--- config.mk ---
export PLATFORM = sky130hd
export DESIGN_NAME = iofs_bank
export DESIGN_NICKNAME = d
export VERILOG_FILES = /design/src/rtl/iofs_pkg.sv /design/src/rtl/iofs_event_mem.sv /design/src/rtl/iofs_point_map.sv /design/src/rtl/iofs_bank.sv
export VERILOG_INCLUDE_DIRS = /design/src /design/src/rtl
export SDC_FILE = /design/constraint.sdc
export NUM_CORES = 1
export LEC_CHECK = 0
export ABC_AREA = 0
export BUFFER_PORTS_ARGS = -buffer_cell sky130_fd_sc_hd__buf_4
export CORE_UTILIZATION = 50
export CTS_CLUSTER_SIZE = 24
export DETAILED_ROUTE_END_ITERATION = 10
export GPL_TIMING_DRIVEN = 1
export PLACE_DENSITY = 0.81
export SYNTH_ARGS = -nofsm -noshare
export SYNTH_HDL_FRONTEND = slang
export SYNTH_HIERARCHICAL = 1
export SYNTH_SLANG_ARGS = --single-unit
--- constraint.sdc ---
create_clock -name sys_clk -period 18.8 [get_ports sys_clk]
set_input_delay 0.94 -clock sys_clk [delete_from_list [all_inputs] [get_ports sys_clk]]
set_output_delay 0.94 -clock sys_clk [all_outputs]
set_load 0.02 [all_outputs]
--- src/rtl/iofs_consts.svh ---
// Parameter numbers, I/O references, field positions and sizes of the bank
`ifndef IOFS_CONSTS_SVH
`define IOFS_CONSTS_SVH

// Parameter numbers reached by the parameter instructions
`define IOFS_PN_FP_OUT_VAL 16'h083d
`define IOFS_PN_RMT_OUT_VAL 16'h083e
`define IOFS_PN_RMT_FAULT 16'h0841
`define IOFS_PN_FP_SRC 16'h0842
`define IOFS_PN_RMT_SRC 16'h0843
`define IOFS_PN_HIST_FIRST 16'h09c4
`define IOFS_PN_HIST_LAST 16'h09cd

// Digital I/O reference points reached by the I/O instructions
`define IOFS_REF_FP_IN_FIRST 16'h0bb8
`define IOFS_REF_FP_IN_LAST 16'h0bbf
`define IOFS_REF_RMT_IN_FIRST 16'h0bd8
`define IOFS_REF_RMT_IN_LAST 16'h0be7
`define IOFS_REF_FP_OUT_FIRST 16'h0c38
`define IOFS_REF_FP_OUT_LAST 16'h0c39
`define IOFS_REF_RMT_OUT_FIRST 16'h0c58
`define IOFS_REF_RMT_OUT_LAST 16'h0c63
// Whole span of I/O references, never reachable as parameters
`define IOFS_REF_SPAN_FIRST 16'h0bb8
`define IOFS_REF_SPAN_LAST 16'h0c63

// Fault status word field positions
`define IOFS_FLT_OT_LSB 0
`define IOFS_FLT_OL_LSB 16
`define IOFS_FLT_PWR_T1 30
`define IOFS_FLT_PWR_T2 31

// Sizes
`define IOFS_FP_OUTS 2
`define IOFS_RMT_OUTS 12
`define IOFS_FLT_OUTS 8
`define IOFS_FP_INS 8
`define IOFS_RMT_INS 16
`define IOFS_HIST_DEPTH 10

// Reset values
`define IOFS_SRC_RESET 32'h0000_0000
`define IOFS_VAL_RESET 32'h0000_0000

`endif

--- src/rtl/iofs_pkg.sv ---
// Types shared by the output fault, source select and event bank
package iofs_pkg;

  // Instruction kinds arriving on the command port
  typedef enum logic [1:0] {
    IOFS_CMD_PARAM_RD = 2'h0,
    IOFS_CMD_PARAM_WR = 2'h1,
    IOFS_CMD_IO_RD = 2'h2,
    IOFS_CMD_IO_WR = 2'h3
  } iofs_cmd_t;

  // Command sequencer states, Gray coded
  typedef enum logic [1:0] {
    IOFS_ST_IDLE = 2'b00,
    IOFS_ST_BUSY = 2'b01
  } iofs_state_t;

endpackage : iofs_pkg

--- src/rtl/iofs_event_mem.sv ---
// Ten-word event history, newest in word 0, registered read port
`timescale 1ns/1ps
`include "iofs_consts.svh"

module iofs_event_mem (
  // Clock and reset
  input wire logic sys_clk,
  input wire logic rst,
  // Push side
  input wire logic push,
  input wire logic [31:0] push_data,
  // Read side
  input wire logic [3:0] rd_index,
  output logic [31:0] rd_data_q
);

  logic [31:0] word_q [`IOFS_HIST_DEPTH];

  // Each push moves every entry one place older; the oldest falls off
  genvar gi;
  generate
    for (gi = 0; gi < `IOFS_HIST_DEPTH; gi++) begin : g_slot
      always_ff @(posedge sys_clk or posedge rst) begin
        if (rst) begin
          word_q[gi] <= 32'h0000_0000;
        end else if (push) begin
          if (gi == 0) begin
            word_q[gi] <= push_data;
          end else begin
            word_q[gi] <= word_q[(gi > 0) ? gi - 1 : 0];
          end
        end
      end
    end
  endgenerate

  // Registered read; out-of-range index reads zero
  always_ff @(posedge sys_clk or posedge rst) begin
    if (rst) begin
      rd_data_q <= 32'h0000_0000;
    end else if (rd_index < 4'(`IOFS_HIST_DEPTH)) begin
      rd_data_q <= word_q[rd_index];
    end else begin
      rd_data_q <= 32'h0000_0000;
    end
  end

endmodule : iofs_event_mem

--- src/rtl/iofs_point_map.sv ---
// Decodes a digital I/O reference and returns the single point value
`timescale 1ns/1ps
`include "iofs_consts.svh"

module iofs_point_map (
  // Clock and reset
  input wire logic sys_clk,
  input wire logic rst,
  // Reference to look up
  input wire logic [15:0] ref_num,
  // Point values
  input wire logic [`IOFS_FP_INS-1:0] fp_in,
  input wire logic [`IOFS_RMT_INS-1:0] rmt_in,
  input wire logic [`IOFS_FP_OUTS-1:0] fp_out_val,
  input wire logic [`IOFS_RMT_OUTS-1:0] rmt_out_val,
  // Registered result
  output logic hit_q,
  output logic is_input_q,
  output logic bit_q
);

  logic [15:0] fp_in_off;
  logic [15:0] rmt_in_off;
  logic [15:0] fp_out_off;
  logic [15:0] rmt_out_off;

  // Offsets into each point group
  assign fp_in_off = ref_num - `IOFS_REF_FP_IN_FIRST;
  assign rmt_in_off = ref_num - `IOFS_REF_RMT_IN_FIRST;
  assign fp_out_off = ref_num - `IOFS_REF_FP_OUT_FIRST;
  assign rmt_out_off = ref_num - `IOFS_REF_RMT_OUT_FIRST;

  // One lookup per cycle; the result is valid the cycle after
  always_ff @(posedge sys_clk or posedge rst) begin
    if (rst) begin
      hit_q <= 1'b0;
      is_input_q <= 1'b0;
      bit_q <= 1'b0;
    end else if (ref_num >= `IOFS_REF_FP_IN_FIRST &&
                 ref_num <= `IOFS_REF_FP_IN_LAST) begin
      hit_q <= 1'b1;
      is_input_q <= 1'b1;
      bit_q <= fp_in[fp_in_off[2:0]];
    end else if (ref_num >= `IOFS_REF_RMT_IN_FIRST &&
                 ref_num <= `IOFS_REF_RMT_IN_LAST) begin
      hit_q <= 1'b1;
      is_input_q <= 1'b1;
      bit_q <= rmt_in[rmt_in_off[3:0]];
    end else if (ref_num >= `IOFS_REF_FP_OUT_FIRST &&
                 ref_num <= `IOFS_REF_FP_OUT_LAST) begin
      hit_q <= 1'b1;
      is_input_q <= 1'b0;
      bit_q <= fp_out_val[fp_out_off[0]];
    end else if (ref_num >= `IOFS_REF_RMT_OUT_FIRST &&
                 ref_num <= `IOFS_REF_RMT_OUT_LAST) begin
      hit_q <= 1'b1;
      is_input_q <= 1'b0;
      bit_q <= rmt_out_val[rmt_out_off[3:0]];
    end else begin
      hit_q <= 1'b0;
      is_input_q <= 1'b0;
      bit_q <= 1'b0;
    end
  end

endmodule : iofs_point_map

--- src/rtl/iofs_bank.sv ---
// Output fault status, output source select and event history bank
`timescale 1ns/1ps
`include "iofs_consts.svh"

// Summary of operation
// Terminal 2 power fault in bit 31, terminal 1 in bit 30.
// Open load on remote outputs 1 to 8 in bits 16 to 23.
// Over-temperature on remote outputs 1 to 8 in bits 0 to 7.
// Fault bits 24 to 29 and 8 to 15 carry no fault.
// Select bit 1 lets only the position switch function drive the output.
// Select bit 0 lets only host writes drive the output.
// Faceplate select word: output 1 in bit 0, output 2 in bit 1.
// Remote select word: outputs 1 to 12 in bits 0 to 11.
// Host drives faceplate outputs via 2109, remote outputs via 2110.
// Read-only history of ten newest events in ten words.
// Lowest word holds the newest event, older ones follow.
// History includes events restored from non-volatile storage.
// Parameter instructions refuse digital I/O reference points.
// Faceplate high-speed inputs 1 and 2 read at 3000 and 3001.
// Faceplate inputs 3 to 8 read at 3002 to 3007.
// Faceplate inputs 3,4 share points with outputs 1,2 per configuration.
// Remote inputs 1 to 16 read at 3032 to 3047.
// Word 2109 holds faceplate outputs 1,2 in bits 0,1.
// Word 2110 holds remote outputs 1-12; locked bits become read-only.
// Reserved fault and select bits read zero; reserved writes ignored.
// Fault bits follow the current detected condition.
module iofs_bank (
  // Clock and reset
  input wire logic sys_clk,
  input wire logic rst,
  // Instruction port from the host processor
  input wire logic cmd_valid,
  input wire iofs_pkg::iofs_cmd_t cmd_kind,
  input wire logic [15:0] cmd_addr,
  input wire logic [31:0] cmd_wdata,
  output logic cmd_ready_q,
  output logic rsp_valid_q,
  output logic rsp_err_q,
  output logic [31:0] rsp_rdata_q,
  // Fault detectors
  input wire logic [1:0] term_power_fault,
  input wire logic [`IOFS_FLT_OUTS-1:0] open_load,
  input wire logic [`IOFS_FLT_OUTS-1:0] over_temp,
  // Position switch function drive
  input wire logic [`IOFS_FP_OUTS-1:0] position_switch_fp,
  input wire logic [`IOFS_RMT_OUTS-1:0] position_switch_rmt,
  // Hardware configuration
  input wire logic [`IOFS_FP_OUTS-1:0] fp_shared_is_output,
  input wire logic [`IOFS_RMT_OUTS-1:0] rmt_out_locked,
  // Input points
  input wire logic [`IOFS_FP_INS-1:0] faceplate_input,
  input wire logic [`IOFS_RMT_INS-1:0] remote_input,
  // Event sources
  input wire logic event_valid,
  input wire logic [31:0] event_data,
  input wire logic nv_event_valid,
  input wire logic [31:0] nv_event_data,
  // Output points
  output logic [`IOFS_FP_OUTS-1:0] faceplate_output_q,
  output logic [`IOFS_FP_OUTS-1:0] faceplate_shared_oe_n_q,
  output logic [`IOFS_RMT_OUTS-1:0] remote_output_q
);
  import iofs_pkg::*;

  // Latched instruction and stored words
  iofs_state_t state_q;
  iofs_cmd_t kind_q;
  logic [15:0] addr_q;
  logic [31:0] wdata_q;
  logic [31:0] fault_q;
  logic [`IOFS_FP_OUTS-1:0] fp_src_q;
  logic [`IOFS_RMT_OUTS-1:0] rmt_src_q;
  logic [`IOFS_FP_OUTS-1:0] fp_val_q;
  logic [`IOFS_RMT_OUTS-1:0] rmt_val_q;
  // Lookup results and decode helpers
  logic [31:0] hist_rd;
  logic [15:0] hist_off;
  logic pt_hit;
  logic pt_is_input;
  logic pt_bit;
  logic take;
  logic hist_push;
  logic [31:0] hist_data;
  logic [15:0] fp_out_off;
  logic [15:0] rmt_out_off;
  logic is_param_wr;
  logic is_io_wr;
  logic [31:0] rd_d;
  logic err_d;
  logic [`IOFS_RMT_OUTS-1:0] rmt_wr_mask;

  // Writes commit at the answer edge, and only when not refused
  assign take = (state_q == IOFS_ST_IDLE) && cmd_valid;
  assign is_param_wr = (state_q == IOFS_ST_BUSY) &&
                       (kind_q == IOFS_CMD_PARAM_WR) && !err_d;
  assign is_io_wr = (state_q == IOFS_ST_BUSY) &&
                    (kind_q == IOFS_CMD_IO_WR) && !err_d;
  assign hist_off = cmd_addr - `IOFS_PN_HIST_FIRST;
  assign fp_out_off = addr_q - `IOFS_REF_FP_OUT_FIRST;
  assign rmt_out_off = addr_q - `IOFS_REF_RMT_OUT_FIRST;
  // Host writes never reach outputs locked as drive enable or reset
  assign rmt_wr_mask = ~rmt_out_locked;

  // Live events win; restored entries fill in while the event line is quiet
  assign hist_push = event_valid | nv_event_valid;
  assign hist_data = event_valid ? event_data : nv_event_data;

  // Both lookups sample the live address at the take edge
  iofs_event_mem u_hist (
    .sys_clk(sys_clk),
    .rst(rst),
    .push(hist_push),
    .push_data(hist_data),
    .rd_index(hist_off[3:0]),
    .rd_data_q(hist_rd)
  );

  iofs_point_map u_points (
    .sys_clk(sys_clk),
    .rst(rst),
    .ref_num(cmd_addr),
    .fp_in(faceplate_input),
    .rmt_in(remote_input),
    .fp_out_val(fp_val_q),
    .rmt_out_val(rmt_val_q),
    .hit_q(pt_hit),
    .is_input_q(pt_is_input),
    .bit_q(pt_bit)
  );

  // Sequencer: take one instruction, answer it on the next edge
  // No queue: a request seen while busy simply waits for ready
  always_ff @(posedge sys_clk or posedge rst) begin
    if (rst) begin
      state_q <= IOFS_ST_IDLE;
    end else begin
      case (state_q)
        IOFS_ST_IDLE: begin
          if (cmd_valid) begin
            state_q <= IOFS_ST_BUSY;
          end
        end
        IOFS_ST_BUSY: begin
          state_q <= IOFS_ST_IDLE;
        end
        default: begin
          state_q <= IOFS_ST_IDLE;
        end
      endcase
    end
  end

  // Latch the instruction so the host may drop it after the take edge
  always_ff @(posedge sys_clk or posedge rst) begin
    if (rst) begin
      kind_q <= IOFS_CMD_PARAM_RD;
      addr_q <= 16'h0000;
      wdata_q <= 32'h0000_0000;
    end else if (take) begin
      kind_q <= cmd_kind;
      addr_q <= cmd_addr;
      wdata_q <= cmd_wdata;
    end
  end

  // Fault word resampled every cycle so a read sees the present state
  // One cycle of lag is accepted; the detectors are slow level signals
  always_ff @(posedge sys_clk or posedge rst) begin
    if (rst) begin
      fault_q <= 32'h0000_0000;
    end else begin
      fault_q <= 32'h0000_0000;
      fault_q[`IOFS_FLT_PWR_T2] <= term_power_fault[1];
      fault_q[`IOFS_FLT_PWR_T1] <= term_power_fault[0];
      fault_q[`IOFS_FLT_OL_LSB +: `IOFS_FLT_OUTS] <= open_load;
      fault_q[`IOFS_FLT_OT_LSB +: `IOFS_FLT_OUTS] <= over_temp;
    end
  end

  // Read data and refusal for the held instruction
  // History reads see the word registered at the take edge
  always_comb begin
    rd_d = 32'h0000_0000;
    err_d = 1'b0;
    case (kind_q)
      IOFS_CMD_PARAM_RD, IOFS_CMD_PARAM_WR: begin
        if (addr_q >= `IOFS_REF_SPAN_FIRST &&
            addr_q <= `IOFS_REF_SPAN_LAST) begin
          err_d = 1'b1;
        end else if (addr_q == `IOFS_PN_RMT_FAULT) begin
          rd_d = fault_q;
          err_d = (kind_q == IOFS_CMD_PARAM_WR);
        end else if (addr_q == `IOFS_PN_FP_SRC) begin
          rd_d[`IOFS_FP_OUTS-1:0] = fp_src_q;
        end else if (addr_q == `IOFS_PN_RMT_SRC) begin
          rd_d[`IOFS_RMT_OUTS-1:0] = rmt_src_q;
        end else if (addr_q == `IOFS_PN_FP_OUT_VAL) begin
          rd_d[`IOFS_FP_OUTS-1:0] = fp_val_q;
        end else if (addr_q == `IOFS_PN_RMT_OUT_VAL) begin
          rd_d[`IOFS_RMT_OUTS-1:0] = rmt_val_q;
        end else if (addr_q >= `IOFS_PN_HIST_FIRST &&
                     addr_q <= `IOFS_PN_HIST_LAST) begin
          rd_d = hist_rd;
          err_d = (kind_q == IOFS_CMD_PARAM_WR);
        end else begin
          err_d = 1'b1;
        end
      end
      IOFS_CMD_IO_RD: begin
        rd_d[0] = pt_bit;
        err_d = !pt_hit;
      end
      IOFS_CMD_IO_WR: begin
        // Input points are read-only; locked remote outputs too
        err_d = !pt_hit || pt_is_input;
        if (addr_q >= `IOFS_REF_RMT_OUT_FIRST &&
            addr_q <= `IOFS_REF_RMT_OUT_LAST &&
            rmt_out_locked[rmt_out_off[3:0]]) begin
          err_d = 1'b1;
        end
      end
      default: begin
        err_d = 1'b1;
      end
    endcase
  end

  // Source select words; only the mapped bits exist
  // Reserved bits are not stored, so they always read back as zero
  always_ff @(posedge sys_clk or posedge rst) begin
    if (rst) begin
      fp_src_q <= `IOFS_FP_OUTS'(`IOFS_SRC_RESET);
      rmt_src_q <= `IOFS_RMT_OUTS'(`IOFS_SRC_RESET);
    end else if (is_param_wr) begin
      if (addr_q == `IOFS_PN_FP_SRC) begin
        fp_src_q <= wdata_q[`IOFS_FP_OUTS-1:0];
      end
      if (addr_q == `IOFS_PN_RMT_SRC) begin
        rmt_src_q <= wdata_q[`IOFS_RMT_OUTS-1:0];
      end
    end
  end

  // Host output values from word writes or single-point writes
  // Locked remote bits keep their stored value on a word write
  always_ff @(posedge sys_clk or posedge rst) begin
    if (rst) begin
      fp_val_q <= `IOFS_FP_OUTS'(`IOFS_VAL_RESET);
      rmt_val_q <= `IOFS_RMT_OUTS'(`IOFS_VAL_RESET);
    end else if (is_param_wr && addr_q == `IOFS_PN_FP_OUT_VAL) begin
      fp_val_q <= wdata_q[`IOFS_FP_OUTS-1:0];
    end else if (is_param_wr && addr_q == `IOFS_PN_RMT_OUT_VAL) begin
      rmt_val_q <= (rmt_val_q & rmt_out_locked) |
                   (wdata_q[`IOFS_RMT_OUTS-1:0] & rmt_wr_mask);
    end else if (is_io_wr && addr_q <= `IOFS_REF_FP_OUT_LAST) begin
      fp_val_q[fp_out_off[0]] <= wdata_q[0];
    end else if (is_io_wr) begin
      rmt_val_q[rmt_out_off[3:0]] <= wdata_q[0];
    end
  end

  // Output drive: each bit picks its one permitted source
  // Host values stay stored under a set select and return when it clears
  always_ff @(posedge sys_clk or posedge rst) begin
    if (rst) begin
      faceplate_output_q <= '0;
      remote_output_q <= '0;
    end else begin
      faceplate_output_q <= (fp_src_q & position_switch_fp) |
                            (~fp_src_q & fp_val_q);
      remote_output_q <= (rmt_src_q & position_switch_rmt) |
                         (~rmt_src_q & rmt_val_q);
    end
  end

  // Shared faceplate points drive only when configured as outputs
  // Reset leaves every shared point undriven until configured
  always_ff @(posedge sys_clk or posedge rst) begin
    if (rst) begin
      faceplate_shared_oe_n_q <= '1;
    end else begin
      faceplate_shared_oe_n_q <= ~fp_shared_is_output;
    end
  end

  // Handshake: ready drops while busy, answer is a one-cycle pulse
  // Refused answers carry zero data so a stale word never leaks out
  always_ff @(posedge sys_clk or posedge rst) begin
    if (rst) begin
      cmd_ready_q <= 1'b1;
      rsp_valid_q <= 1'b0;
      rsp_err_q <= 1'b0;
      rsp_rdata_q <= 32'h0000_0000;
    end else begin
      cmd_ready_q <= !take;
      rsp_valid_q <= (state_q == IOFS_ST_BUSY);
      if (state_q == IOFS_ST_BUSY) begin
        rsp_err_q <= err_d;
        rsp_rdata_q <= err_d ? 32'h0000_0000 : rd_d;
      end
    end
  end

endmodule : iofs_bank

* Word-level counts from Yosys, hierarchy flattened
Index checks and enable logic that the tools add are counted.
** Word-level totals
- Flip-flop bits (word level) :: 484
- Input bits :: 189
- Output and inout bits :: 51
- Word-level logic and storage cells :: 195
** Cells by class
- Add/subtract/negate cells :: 7
- Order comparisons :: 24
- Equality and inequality tests :: 12
- Muxes and demuxes :: 75
- Bitwise gates (word level) :: 16
- Reduce and logical (&&, ||, !) cells :: 31
** Operators with widths (number)
- 32-bit two-way mux :: 15
- 12-bit two-way mux :: 11
- 32-bit binary-select mux with 4-bit select :: 1
- 16-bit by 12-bit >= comparator with 1-bit output, second input constant :: 7
- 16-bit by 12-bit <= comparator with 1-bit output, second input constant :: 7
- 16-bit by 12-bit equality test with 1-bit output, second input constant :: 5
- 30-bit two-way mux :: 2
- 12-bit bitwise AND :: 4
- 20-bit two-way mux :: 2
- 31-bit two-way mux :: 1
- 1-bit two-way mux :: 26
- 12-bit NOT :: 2
- 12-bit bitwise OR :: 2
- 1-bit logical AND :: 18
- 4-bit by 5-bit < comparator with 1-bit output, second input constant :: 3
- 2-bit two-way mux :: 7
- 1-bit binary-select mux with 4-bit select :: 3
- 12-bit bitwise mux :: 1
- 4-bit subtractor, second input constant :: 3
- 2-bit inequality test, second input constant :: 3
- 2-bit AND reduction :: 3
- 5-bit >= comparator, second input constant :: 1
- 4-bit NOT with 5-bit output :: 1
- 2-bit bitwise AND :: 2
- 26 further kinds :: 35

* Logic depth before layout (Yosys ltp)
- Word-level depth :: 24
- Gate-level depth with buffers :: 9
- Gate-level depth less buffers :: 7

* Modules after synthesis
The synthesis kept the hierarchy.
** Modules (own cells, without submodules)
- iofs_event_mem :: times used 1, cells an instance 1005, area each 15341.0 um^2, seq. area each 8808.4 um^2
- iofs_bank :: times used 1, cells an instance 535, area each 6102.1 um^2, seq. area each 3206.8 um^2
- iofs_point_map :: times used 1, cells an instance 61, area each 598.1 um^2, seq. area each 75.1 um^2

* Least setup slack after synthesis
OpenSTA, ideal clock, no wires.
- Path type :: reg-to-reg
- Start :: reg addr_q[13]
- End :: reg fp_src_q[0]
- Setup time :: 0.125 ns
- Arrival time :: 2.587 ns
- Required time :: 18.675 ns
- Setup slack :: 16.088 ns
- Cell stages (with the launch flop) :: 9
- Buffers on the path :: 1
- Clock period less this slack :: 2.712 ns
- Cell sequence :: dfrtp_1 -> or4_1 -> clkbuf_2 -> or3_1 -> a2bb2oi_2 -> nor2_4 -> nand2_4 -> or4b_4 -> mux2_4
** Between the ends
- Longest elaborated chain between the ends :: 13
- Elaborated cells on any way between the ends :: 26
- Those cells by class :: order compare (5); eq/ne (5); mux (9); reduce/logical (7)
** RTL lines
- start, declared :: line iofs_bank.sv:68 : logic [15:0] addr_q;
- start signal, assigned :: line iofs_bank.sv:161 : addr_q <= cmd_addr;
- 16-bit by 12-bit >= comparator with 1-bit output (no source line) or 16-bit by 12-bit <= comparator with 1-bit output (tied branches)
- 1-bit logical AND (no source line)
- 1-bit two-way mux :: line iofs_bank.sv:201 : end else if (addr_q >= `IOFS_PN_HIST_FIRST &&
- 1-bit two-way mux :: line iofs_bank.sv:199 : end else if (addr_q == `IOFS_PN_RMT_OUT_VAL) begin
- 1-bit two-way mux :: line iofs_bank.sv:197 : end else if (addr_q == `IOFS_PN_FP_OUT_VAL) begin
- 1-bit two-way mux :: line iofs_bank.sv:195 : end else if (addr_q == `IOFS_PN_RMT_SRC) begin
- 1-bit two-way mux :: line iofs_bank.sv:193 : end else if (addr_q == `IOFS_PN_FP_SRC) begin
- 1-bit two-way mux :: line iofs_bank.sv:190 : end else if (addr_q == `IOFS_PN_RMT_FAULT) begin
- 1-bit two-way mux :: line iofs_bank.sv:187 : if (addr_q >= `IOFS_REF_SPAN_FIRST &&
- 1-bit case mux with 3 select lines :: line iofs_bank.sv:185 : case (kind_q)
- 1-bit zero test :: line iofs_bank.sv:95 : (kind_q == IOFS_CMD_PARAM_WR) && !err_d;
- 1-bit logical AND :: line iofs_bank.sv:95
- 2-bit AND reduction (no source line) (*)
- end signal, assigned :: line iofs_bank.sv:232 : fp_src_q <= `IOFS_FP_OUTS'(`IOFS_SRC_RESET);
- end signal, assigned :: line iofs_bank.sv:236 : fp_src_q <= wdata_q[`IOFS_FP_OUTS-1:0];
- end, declared :: line iofs_bank.sv:71 : logic [`IOFS_FP_OUTS-1:0] fp_src_q;
Every way passes the cells marked *; elsewhere a longest branch is shown, timed or not.
A chain may end at the register's enable or synchronous reset.

* Final worst setup path
- Start :: reg addr_q[13]
- End :: reg rmt_src_q[0]
** Between the ends
- Longest elaborated chain between the ends :: 13
- Elaborated cells on any way between the ends :: 26
- Those cells by class :: order compare (5); eq/ne (5); mux (9); reduce/logical (7)
** RTL lines
- 16-bit by 12-bit >= comparator with 1-bit output (no source line) or 16-bit by 12-bit <= comparator with 1-bit output (tied branches)
- 1-bit logical AND (no source line)
- 1-bit two-way mux :: line iofs_bank.sv:201
- 1-bit two-way mux :: line iofs_bank.sv:199
- 1-bit two-way mux :: line iofs_bank.sv:197
- 1-bit two-way mux :: line iofs_bank.sv:195
- 1-bit two-way mux :: line iofs_bank.sv:193
- 1-bit two-way mux :: line iofs_bank.sv:190
- 1-bit two-way mux :: line iofs_bank.sv:187
- 1-bit case mux with 3 select lines :: line iofs_bank.sv:185
- 1-bit zero test :: line iofs_bank.sv:95
- 1-bit logical AND :: line iofs_bank.sv:95
- 2-bit AND reduction (no source line) (*)
- end signal, assigned :: line iofs_bank.sv:233 : rmt_src_q <= `IOFS_RMT_OUTS'(`IOFS_SRC_RESET);
- end signal, assigned :: line iofs_bank.sv:239 : rmt_src_q <= wdata_q[`IOFS_RMT_OUTS-1:0];
- end, declared :: line iofs_bank.sv:72 : logic [`IOFS_RMT_OUTS-1:0] rmt_src_q;
Marked as above.

==> summary.txt <==
Outcome
  – Outcome: complete, no violations

Finish
  – Most frequent cells in the layout: dfrtp_1, mux2_2, buf_4
  – Fillers: 3363
  – Finished Cell Area: 25700 um^2
  – Antenna cells: 0
  – P&R area growth vs syn: 16.5%
  – Commonest non-fill, non-tap cell in the layout: dfrtp_1
  – NumNets Final: 1969
  – Share of layout cells above drive strength 1: 44.3%

Setup path
  – Critical path type: reg2reg
  – Reg2Reg Launch Point: addr_q[13]
  – Setup slack, reg-to-reg: 15.12 ns
  – Required @ worst endpoint: 19.27 ns
  – Max Fanout on Critical Path: 12
  – Crit path to: rmt_src_q[0]
  – R2r worst-path depth: 5
  – Startpoint types: register
  – Largest stage delay, worst path: 0.92 ns
  – CP Cell Sequence: nor4_1 > nand2_1 > nor4_2 > nand2_1 > mux2_2
  – Critical path endpoint category: register
  – RR Endpoint: rmt_src_q[0]
  – Worst setup startpoint: addr_q[13]
  – Most frequent CP cell: nand2_1
  – Critical path arrival: 4.14 ns
  – Critical Path Slowest Stage Cell: nor4_2

Clocking
  – H-tree depth: 2
  – PostCTS Resize Cnt: 0
  – CTS Root Cell: clkbuf_16
  – Clock sink count: 483
  – CTS Buffer Depth: 3
  – CTS tree: yes
  – Clk_lat worst skew: 0.59 ns
  – # hold bufs at CTS: 0
  – Clock slew at the register clock pins of the worst setup and hold paths: 0.06 ns
  – Post-CTS setup repair buffer count: 0
  – Num CTS Buffers: 50

Synthesis
  – Most used flip-flop cell after synthesis: dfrtp_1
  – Largest area contributor in the netlist: dfrtp_1
  – Mapped cell area: 22000 um^2
  – Register area share after synthesis: 54.9%
  – Post-synth net total: 1790
  – Ys Warns: 6
  – Average cell area after synthesis: 13.8 um^2
  – Synthesized netlist cell count: 1601
  – EDFF count, synth: 0
  – Count of unique library cells instantiated by Yosys: 75
  – FF+latch count, synth: 483
  – Ys async rst share: 100%
  – Area contributors post-synth: dfrtp_1, mux2_2, mux2i_1, mux4_2, o22ai_1
  – Area share of the largest cell type after synthesis: 54.5%

Placed design
  – Dpl cell area: 24000 um^2
  – Final HPWL DP: 33500 um
  – GP Congestion: 0.935
  – Port Buffer Count: 219

STA
  – Fin Clk Skew: 0.0187 ns
  – Crit path time final: 3.68 ns
  – Number of setup violations in the final report: 0
  – Max-slew violation count: 0
  – RSZ-0062 raised after global routing: no
  – Worst Tran Pin Value: 1.20 ns
  – Final period utilization: 19.6%
  – TNS Setup: 0 ns
  – Slew headroom: 19.7%
  – Fmax: 0.272 GHz
  – Final hold vios: 0

Pwr
  – Internal Power: 2.12 mW
  – Total Power: 2.87 mW
  – Comb power frac: 15.8%
  – IR drop worst, VDD: 0.0000732 V
  – Pleak: 11.4 nW
  – Sw Share: 26.3%
  – Power Dens Cells: 112 nW/um^2
  – Clock Power Share: 35.4%
  – Seq pwr share: 48.8%
  – NetSw: 0.754 mW

Global route
  – Global Route Usage Sum: 23.7%
  – Total congestion overflow: 0
  – Initial antenna violation count: 2
  – Vias in the first global route: 14657
  – First-pass GRT wire length: 82600 um
  – Largest net degree at the start of global routing: 225

Route
  – Pre-Repair DR Iteration Count: 5
  – Final wirelength: 52100 um
  – Initial DRC count: 1107
  – Remaining DRCs: 0
  – Final ANT Viol Nets: 0
  – Vias/cell: 5.85
  – DR WL/cell: 21.6 um
  – Vias: 14067

Floorplan
  – Die width: 212 um
  – Initial Utilization: 50.9%
  – Die Y: 212 um
  – Core Region: 43300 um^2
  – Ports: 240
  – # rows: 76
  – Die ar.: 44900 um^2

Job
  – Maxcap violations: 0

Min path
  – Min-delay worst type: in2async
==> flip-flops by register name, summed over array words and instances, names as in the netlist, 12 cells and up, named ones only <==
signal            count
u_hist/word_q       320
rmt_src_q            12
fault_q              18
rsp_rdata_q          32
remote_output_q      12
u_hist/rd_data_q     32
addr_q               16
wdata_q              12
==> routing by layer <==
| layer | up-vias | GRT usage, % | wire length [um] | part of all wire (%) |
|---|---|---|---|---|
| li1 | 6304 | - | - | - |
| met1 | 7239 | 33.5 | 23400 | 45 |
| met2 | 438 | 38.1 | 24800 | 48 |
| met3 | 86 | 3.35 | 2660 | 5.1 |
| met4 | 0 | 6.85 | 1190 | 2.3 |
| met5 | - | 0 | 0 | 0 |
==> cells in the mapped netlist (all sizes together), types with 2 or more instances <==
| master | number |
|---|---|
| a32oi | 2 |
| o32a | 2 |
| o21ai | 27 |
| nor4 | 5 |
| clkbuf | 31 |
| and3 | 2 |
| buf | 79 |
| xnor2 | 2 |
| dfstp | 3 |
| or2 | 3 |
| or4b | 3 |
| o32ai | 26 |
| and2 | 4 |
| or3b | 2 |
| a21o | 8 |
| a21oi | 22 |
| nor3 | 15 |
| mux2i | 88 |
| o31ai | 2 |
| or3 | 3 |
| inv | 28 |
| a2bb2oi | 2 |
| a22oi | 5 |
| o2bb2ai | 2 |
| nand2b | 11 |
| nor2 | 62 |
| or4 | 2 |
| o21a | 2 |
| o2111ai | 2 |
| mux4 | 27 |
| o22ai | 64 |
| nand4 | 3 |
| nand3 | 20 |
| nand2 | 43 |
| a222oi | 6 |
| a31oi | 3 |
| dfrtp | 480 |
| nand3b | 3 |
| mux2 | 457 |
| a22o | 32 |
==> metrics by stage <==
| stage | std cells | hold slack [ns] | worst slack, ns | utilization, % |
|---|---|---|---|---|
| after floorplan | 1601 | 0.349 | 8.10 | - |
| after global routing | 2406 | 0.254 | 14.98 | 59.3 |
| after global placement | 2313 | 0.447 | 14.75 | 55.4 |
| final | 2406 | 0.271 | 15.12 | 59.3 |
| after CTS | 2406 | 0.251 | 15.22 | 59.3 |
| after detailed placement | 2313 | 0.452 | 14.64 | 55.4 |
==> power by group through the flow <==
stage          logic, mW  clock network, mW  registers, mW
6_report           0.454               1.02           1.40
5_1_grt            0.493               1.08           1.43
4_1_cts            0.458               1.03           1.40
3_5_place_dp       0.451                  0           1.41
3_3_place_gp       0.432                  0           1.39
2_1_floorplan      0.363                  0           1.35
==> cells by family after synthesis <==
logic type,after synthesis,synth area share (%)
simple gates,189,4.25
mux,572,30.4
buf+inv,139,3.43
xor+xnor,2,0.0795
compound gates,216,7.03
flops,483,54.9
==> how the worst min path moves through the flow <==
stage | from | endpoint | slack, ns | cells past startpoint
final | rst | u_points/bit_q | 0.27 | 2
after detailed placement | u_hist/rd_data_q[13] | rsp_rdata_q[13] | 0.45 | 1
after global placement | u_hist/rd_data_q[13] | rsp_rdata_q[13] | 0.45 | 1
after global routing | rst | u_points/is_input_q | 0.25 | 2
after floorplan | state_q[0] | rsp_valid_q | 0.35 | 0
after CTS | rst | u_points/bit_q | 0.25 | 2
==> final cells by class <==
type,instances,area [um^2],area share (%)
Inverter,29,119,0.463
Tap cell,585,732,2.85
Multi-Input combinational cell,979,9220,35.9
Clock inverter,26,289,1.13
Timing Repair Buffer,237,1800,6.99
Clock buffer,67,1430,5.55
Sequential cell,483,12100,47.1
==> critical path, delay by kind of cell (launching register included) <==
kind | cells | cell delay (ns)
AND/OR/NAND/NOR | 4 | 2.66
multiplexers | 1 | 0.50
flip-flops | 1 | 0.39
No activity file was read; power rests on OpenSTA's default activity.
